## config.mk

```make
export PLATFORM = sky130hd
export DESIGN_NAME = adc_result_compare_control
export DESIGN_NICKNAME = d
export VERILOG_FILES = /design/src/rtl/adc_cmp_pkg.sv /design/src/rtl/adc_result_compare_control.sv /design/src/rtl/adc_threshold_cmp.sv
export SDC_FILE = /design/constraint.sdc
export NUM_CORES = 1
export LEC_CHECK = 0
export BUFFER_PORTS_ARGS = -buffer_cell sky130_fd_sc_hd__buf_2
export CAP_MARGIN = 20
export CORE_MARGIN = 2
export CORE_UTILIZATION = 45
export DETAILED_ROUTE_END_ITERATION = 10
export HOLD_SLACK_MARGIN = 0.15
export PLACE_DENSITY = 0.58
export SETUP_SLACK_MARGIN = 0.2
export SLEW_MARGIN = 25
export SYNTH_ARGS = -nofsm -noshare
export SYNTH_HDL_FRONTEND = slang
export SYNTH_HIERARCHICAL = 1
export SYNTH_SLANG_ARGS = --single-unit
```

## constraint.sdc

```tcl
create_clock -name ref_clk -period 3.7 [get_ports ref_clk]
set_clock_uncertainty 0.1 [all_clocks]
set_input_delay 0.185 -clock ref_clk [delete_from_list [all_inputs] [get_ports ref_clk]]
set_output_delay 0.185 -clock ref_clk [all_outputs]
set_load 0.01 [all_outputs]
```

## src/rtl/adc_cmp_pkg.sv

```systemverilog
// Behaviour
// - mode or channel write may corrupt result
// - select mode compares threshold to chosen high byte
// - select match stores result, raises interrupt
// - scan mode compares threshold to channel 0
// - scan channel 0 match stores, raises interrupt
// - scan continues storing every non-zero channel result regardless of match
// - no interrupt at scan completion while compare is enabled
package adc_cmp_pkg;
    // ****************************************
    // widths and layout
    // ****************************************
    localparam int RES_W    = 10;
    localparam int CH_W     = 4;
    localparam int NUM_CH   = 16;
    localparam int SEL_W    = 8;
    localparam int SEL_CH_LSB = 0;
    localparam int HI_LSB   = 2;
    localparam logic [RES_W-1:0] RESULT_RST = 10'h000;
    localparam logic [7:0]       THRESH_RST = 8'h00;
    localparam logic [CH_W-1:0]  CH0        = 4'h0;
    // compare condition codes
    localparam logic CMP_GE = 1'b0;
    localparam logic CMP_LT = 1'b1;
endpackage : adc_cmp_pkg

```

## src/rtl/adc_result_compare_control.sv

```systemverilog
module adc_result_compare_control (
    input  wire logic                          ref_clk,
    input  wire logic                          rstn,
    input  wire logic                          conversionEnable,
    input  wire logic                          scanMode,
    input  wire logic                          compareEnable,
    input  wire logic                          compareConditionBit,
    input  wire logic [7:0]                    compareThreshold,
    input  wire logic [adc_cmp_pkg::SEL_W-1:0] channelSelect,
    input  wire logic                          modeWrite,
    input  wire logic                          convDone,
    input  wire logic [adc_cmp_pkg::CH_W-1:0]  convChannel,
    input  wire logic [adc_cmp_pkg::RES_W-1:0] convData,
    input  wire logic                          scanLast,
    input  wire logic [adc_cmp_pkg::CH_W-1:0]  readChannel,
    output logic [adc_cmp_pkg::RES_W-1:0]      convResultReg,
    output logic [7:0]                         convResultHighByte,
    output logic                               resultValid,
    output logic                               conversionEndIrq
);
    // ****************************************
    // result storage
    // ****************************************
    logic [adc_cmp_pkg::RES_W-1:0] result_q [adc_cmp_pkg::NUM_CH];
    logic [adc_cmp_pkg::NUM_CH-1:0] valid_q;
    logic [7:0] dataHigh;
    logic       match;
    logic [adc_cmp_pkg::CH_W-1:0] selCh;
    logic       isSelCh;
    logic       isCh0;
    logic       storeSel;
    logic       gate;

    function automatic logic [7:0] high_of(
        input logic [adc_cmp_pkg::RES_W-1:0] v);
        high_of = v[adc_cmp_pkg::RES_W-1:adc_cmp_pkg::HI_LSB];
    endfunction : high_of

    assign selCh = channelSelect[adc_cmp_pkg::SEL_CH_LSB +: adc_cmp_pkg::CH_W];
    assign dataHigh = high_of(convData);
    assign isSelCh = convChannel == selCh;
    assign isCh0 = convChannel == adc_cmp_pkg::CH0;

    adc_threshold_cmp u_cmp (
        .highByte  (dataHigh),
        .threshold (compareThreshold),
        .condLess  (compareConditionBit),
        .match     (match)
    );

    // ****************************************
    // compare gating
    // ****************************************
    // compare gating: select checks chosen channel, scan checks channel 0
    always_comb begin
        if (!compareEnable) begin
            gate = 1'b1;
        end else if (scanMode) begin
            gate = isCh0 ? match : 1'b0;
        end else begin
            gate = isSelCh && match;
        end
    end

    // in scan every channel except compared channel 0 is stored; select with compare on stores only on match
    assign storeSel = convDone && conversionEnable &&
                      (scanMode ? (!isCh0 || !compareEnable || gate) : gate);

    // channel 0 in scan with compare also only stored on match
    generate
        for (genvar i = 0; i < adc_cmp_pkg::NUM_CH; i++) begin : g_res
            always_ff @(posedge ref_clk) begin
                if (!rstn) begin
                    result_q[i] <= adc_cmp_pkg::RESULT_RST;
                end else if (storeSel &&
                             convChannel == adc_cmp_pkg::CH_W'(i)) begin
                    result_q[i] <= convData;
                end
            end
        end
    endgenerate

    // validity drops on mode/channel writes; content then undefined
    always_ff @(posedge ref_clk) begin
        if (!rstn) begin
            valid_q <= '0;
        end else if (modeWrite) begin
            valid_q <= '0;
        end else if (storeSel) begin
            valid_q[convChannel] <= 1'b1;
        end
    end

    // ****************************************
    // interrupt
    // ****************************************
    // with compare on, scan end never interrupts; only the gated compare does
    always_ff @(posedge ref_clk) begin
        if (!rstn) begin
            conversionEndIrq <= 1'b0;
        end else if (convDone && conversionEnable && compareEnable) begin
            if (scanMode) begin
                conversionEndIrq <= isCh0 && gate;
            end else begin
                conversionEndIrq <= gate;
            end
        end else if (convDone && conversionEnable) begin
            // ordinary scan raises at its last channel only
            conversionEndIrq <= scanMode ? scanLast : 1'b1;
        end else begin
            conversionEndIrq <= 1'b0;
        end
    end

    // ****************************************
    // read port
    // ****************************************
    always_ff @(posedge ref_clk) begin
        if (!rstn) begin
            convResultReg      <= adc_cmp_pkg::RESULT_RST;
            convResultHighByte <= high_of(adc_cmp_pkg::RESULT_RST);
            resultValid        <= 1'b0;
        end else begin
            convResultReg      <= result_q[readChannel];
            convResultHighByte <= high_of(result_q[readChannel]);
            resultValid        <= valid_q[readChannel];
        end
    end

    // ****************************************
    // checks
    // ****************************************
    sel_miss_a: assert property (
        @(posedge ref_clk) disable iff (!rstn)
        convDone && conversionEnable && compareEnable && !scanMode && !gate
        |=> !conversionEndIrq)
        else $error("select miss raised interrupt");

    sel_hit_a: assert property (
        @(posedge ref_clk) disable iff (!rstn)
        convDone && conversionEnable && compareEnable && !scanMode && gate
        |=> conversionEndIrq)
        else $error("select match no interrupt");

    sel_chan_a: assert property (
        @(posedge ref_clk) disable iff (!rstn)
        convDone && conversionEnable && compareEnable && !scanMode && !isSelCh
        |=> !conversionEndIrq)
        else $error("unselected channel interrupted");

    sel_store_a: assert property (
        @(posedge ref_clk) disable iff (!rstn)
        convDone && conversionEnable && compareEnable && !scanMode && gate
        |=> result_q[$past(convChannel)] == $past(convData))
        else $error("select match not stored");

    sel_keep_a: assert property (
        @(posedge ref_clk) disable iff (!rstn)
        convDone && conversionEnable && compareEnable && !scanMode && !gate
        |=> result_q[$past(convChannel)] == $past(result_q[convChannel]))
        else $error("select miss overwrote result");

    scan_other_a: assert property (
        @(posedge ref_clk) disable iff (!rstn)
        convDone && conversionEnable && compareEnable && scanMode && !isCh0
        |=> !conversionEndIrq)
        else $error("scan non-zero channel interrupted");

    scan_ch0_a: assert property (
        @(posedge ref_clk) disable iff (!rstn)
        convDone && conversionEnable && compareEnable && scanMode && isCh0
        |=> conversionEndIrq == $past(match))
        else $error("channel 0 compare wrong");

    scan_keep_a: assert property (
        @(posedge ref_clk) disable iff (!rstn)
        convDone && conversionEnable && compareEnable && scanMode && isCh0 &&
        !match |=> result_q[0] == $past(result_q[0]))
        else $error("channel 0 miss overwrote result");

    scan_store_a: assert property (
        @(posedge ref_clk) disable iff (!rstn)
        convDone && conversionEnable && scanMode && !isCh0 && !modeWrite
        |=> valid_q[$past(convChannel)])
        else $error("scan result not stored");

    scan_data_a: assert property (
        @(posedge ref_clk) disable iff (!rstn)
        convDone && conversionEnable && scanMode && !isCh0
        |=> result_q[$past(convChannel)] == $past(convData))
        else $error("scan result data wrong");

    plain_irq_a: assert property (
        @(posedge ref_clk) disable iff (!rstn)
        convDone && conversionEnable && !compareEnable && !scanMode
        |=> conversionEndIrq)
        else $error("plain conversion no interrupt");

    plain_store_a: assert property (
        @(posedge ref_clk) disable iff (!rstn)
        convDone && conversionEnable && !compareEnable
        |=> result_q[$past(convChannel)] == $past(convData))
        else $error("plain result not stored");

    mode_clear_a: assert property (
        @(posedge ref_clk) disable iff (!rstn)
        modeWrite
        |=> valid_q == '0)
        else $error("valid kept after mode write");

    idle_irq_a: assert property (
        @(posedge ref_clk) disable iff (!rstn)
        !(convDone && conversionEnable)
        |=> !conversionEndIrq)
        else $error("interrupt without conversion");

    sel_cov: cover property (@(posedge ref_clk)
        compareEnable && !scanMode && conversionEndIrq);
    scan_cov: cover property (@(posedge ref_clk)
        compareEnable && scanMode && conversionEndIrq);
    mode_cov: cover property (@(posedge ref_clk) modeWrite && valid_q != '0);
    plain_cov: cover property (@(posedge ref_clk)
        !compareEnable && scanMode && conversionEndIrq);
    skip_cov: cover property (@(posedge ref_clk)
        convDone && conversionEnable && compareEnable && !gate);
endmodule : adc_result_compare_control

```

## src/rtl/adc_threshold_cmp.sv

```systemverilog
module adc_threshold_cmp (
    input  wire logic [7:0] highByte,
    input  wire logic [7:0] threshold,
    input  wire logic       condLess,
    output logic            match
);
    // condition bit picks at-or-above vs below threshold
    always_comb begin
        if (condLess == adc_cmp_pkg::CMP_LT) begin
            match = highByte < threshold;
        end else begin
            match = highByte >= threshold;
        end
    end
endmodule : adc_threshold_cmp

```

==> flow_summary.ini <==
[floorplan]
ioPinCount = 63
dieArea_sq_um = 21000
design.core.area_sq_um = 19500
die_x_um = 145
start_util = 0.458
dieHeight_um = 145
fp-row-count = 51

[placed_design]
dp_hpwl_um = 16100
io_buffers = 58
place_congestion = 0.829

[critical_path]
critPathMaxStageDelay_ns = 0.53
rr_worst_depth = 4
r2r_start = result_q[15][9]
crit_arrival_ns = 3.17
cp_num_cells = 13
reg2reg_to = convResultReg[9]
critPathSlowestCell = dlygate4sd3_1
crit_type = in2reg
crit_buf_inv = 4
crit_family = buffers and inverters
crit_chain = dlygate4sd3_1, buf_2, ha_1, nand4_1, nor2_1, a21oi_1, o22ai_1, nor2b_1, a21boi_0, buf_4, nand3_1, o21ai_0, buf_4
cp_common_cell = buf_4
worstSetupEndpointType = register
start_kind = primary input
critPathMaxFanout = 8
critical_path.startpoint = convData[8]
r2r_slack_ns = 2.08
cp.required_ns = 3.74
cp-endpoint = result_q[6][6]

[clock_tree]
clkLatencyLatePin_ns = 0.44
clk_root_buffer_cell = clkbuf_16
cts_sinks = 188
cts_tree = done
cts.clk_slew.worst_paths_ns = 0.07
ctsResizeCount = 0
postCtsSetupRepairBufs = 0
cts_buffers = 17
clk_path_buf_depth = 2
htreeDepth = 4
cts_hold_buffers = 5

[timing]
period_share = 0.845
tightest_slew_ns = 0.909
setup_violations = 0
hold_viol = 0
whs_ns = 0.175
fin_crit_ns = 3.13
slew_headroom = 0.393
rsz0062_at_grt = false
fmax_mhz = 320
setup_tns_ns = 0
drv_slew = 0

[synth]
synth.ff_latch_count = 188
synth_area_leader_cell = edfxtp_1
syn_area_sq_um = 8920
yosysMostFrequentCell = edfxtp_1
synth_area_leaders = edfxtp_1 (54%), mux4_2 (7.8%), dfxtp_1 (6.3%), nor2_1 (5.7%), nand4_1 (2.3%)
avgSynthCellArea_sq_um = 12.2
syn_nets = 780
ys_types = 45
yosys_warnings = 6
ys_seq_area_frac = 0.601
synth_edf_count = 160
synthArstFlopShare = 0
syn_inst = 729
synth_common_cells = edfxtp_1 (160), nor2_1 (135), clkbuf_1 (40), nor3_1 (40)
ys.flop_type = edfxtp_1
synth_top_area_frac = 0.538

[worst_hold_path]
holdPathStages = 3
min_path_type = in2reg

[routing]
wl_um = 24700
wl_per_cell_um = 23.5
avgViaCountPerCell = 6.04
vias = 6371
drc_errors = 0
drt_iter0_markers = 817
drtAntennaViolNets = 0
drtPass1Iterations = 8

[global_routing]
grt_first_pass_wirelength_um = 37700
overflow = 0
grt.total_usage = 0.250
grt_pass1_vias = 6308
antenna_found_initial = 0
grt_max_degree = 47

[run]
maxCapViolCount = 0

[finish]
utilization = 0.521
nets = 828
drive_above_1_share = 0.225
diodes = 0
area_growth_pct = 13.6

[power]
power_density_nw_per_um2 = 470
p_leak_nw = 3.38
ir_drop_uv = 342

[status]
status = finished, final reports clean
sequential cells by signal, indices dropped and copies added, names as in the netlist:
register / count
convResultReg: 10
conversionEndIrq: 1
resultValid: 1
result_q: 160
valid_q: 16
metrics by stage:
stage,power [mW],cell area [sq um],worst slack (ns),cells
6_report,4.76,10100,0.575,1055
3_3_place_gp,2.98,9490,0.509,1017
4_1_cts,4.78,10100,0.528,1054
2_1_floorplan,2.79,8920,0.651,729
5_1_grt,4.90,10100,0.208,1055
3_5_place_dp,2.99,9490,0.526,1017
area by class of cell:
cell class                 instances  area [sq um]
clock buffer                      17           425
clock inverter                    15           163
fill                            1695          9320
inverter                          11          41.3
multi-input combinational        457          3180
sequential                       188          5370
tap                              265           332
timing repair buffer             102           638
report_power, final:
| part | leakage (nW) | switching (mW) | internal (mW) | total [mW] |
|---|---|---|---|---|
| Sequential | 1.75 | 0.0310 | 2.40 | 2.43 |
| Clock | 0.286 | 0.905 | 0.910 | 1.81 |
| Combinational | 1.35 | 0.335 | 0.181 | 0.515 |
kinds of logic after synthesis:
logic type | after synthesis | share of synthesized area
AND/OR/NAND/NOR | 308 | 0.163
flip-flops | 188 | 0.601
AO/OA/AOI/OAI | 89 | 0.0799
buffers and inverters | 84 | 0.0430
multiplexers | 48 | 0.0979
adder cells (fa/ha/maj) | 8 | 0.0112
XOR/XNOR | 4 | 0.00393
worst min-delay path by stage:
| stage | startpoint | endpoint | slack [ns] |
|---|---|---|---|
| 6_report | convChannel[0] | valid_q[1] | 0.17 |
| 5_1_grt | convData[3] | result_q[12][3] | 0.17 |
| 4_1_cts | convData[3] | result_q[12][3] | 0.16 |
| 3_5_place_dp | valid_q[6] | valid_q[6] | 0.34 |
| 3_3_place_gp | valid_q[15] | valid_q[15] | 0.33 |
| 2_1_floorplan | compareEnable | conversionEndIrq | 0.24 |
cells in the final DEF, fill, tap and decap left out, drive strengths merged, types with 14 or more instances in the layout:
master  instances
edfxtp        160
nor2          135
buf            96
nor3           40
nand4          33
nand3          33
mux4           31
dfxtp          28
nor2b          28
nand2          25
o21ai          23
inv            20
clkbuf         17
a211oi         16
o41ai          14
routing by layer:
metal	global-route usage	up-vias	share of wire
met5	0	-	0
met4	0.0833	0	0.023
met3	0.0388	37	0.081
met2	0.412	321	0.49
met1	0.340	3175	0.40
li1	-	2838	-
tightest hold or removal path: stages:
cell      delay [ns]
buf_2           0.15
nand2b_1        0.21
o41ai_1         0.11
No activity file was read; power rests on OpenSTA's default activity.
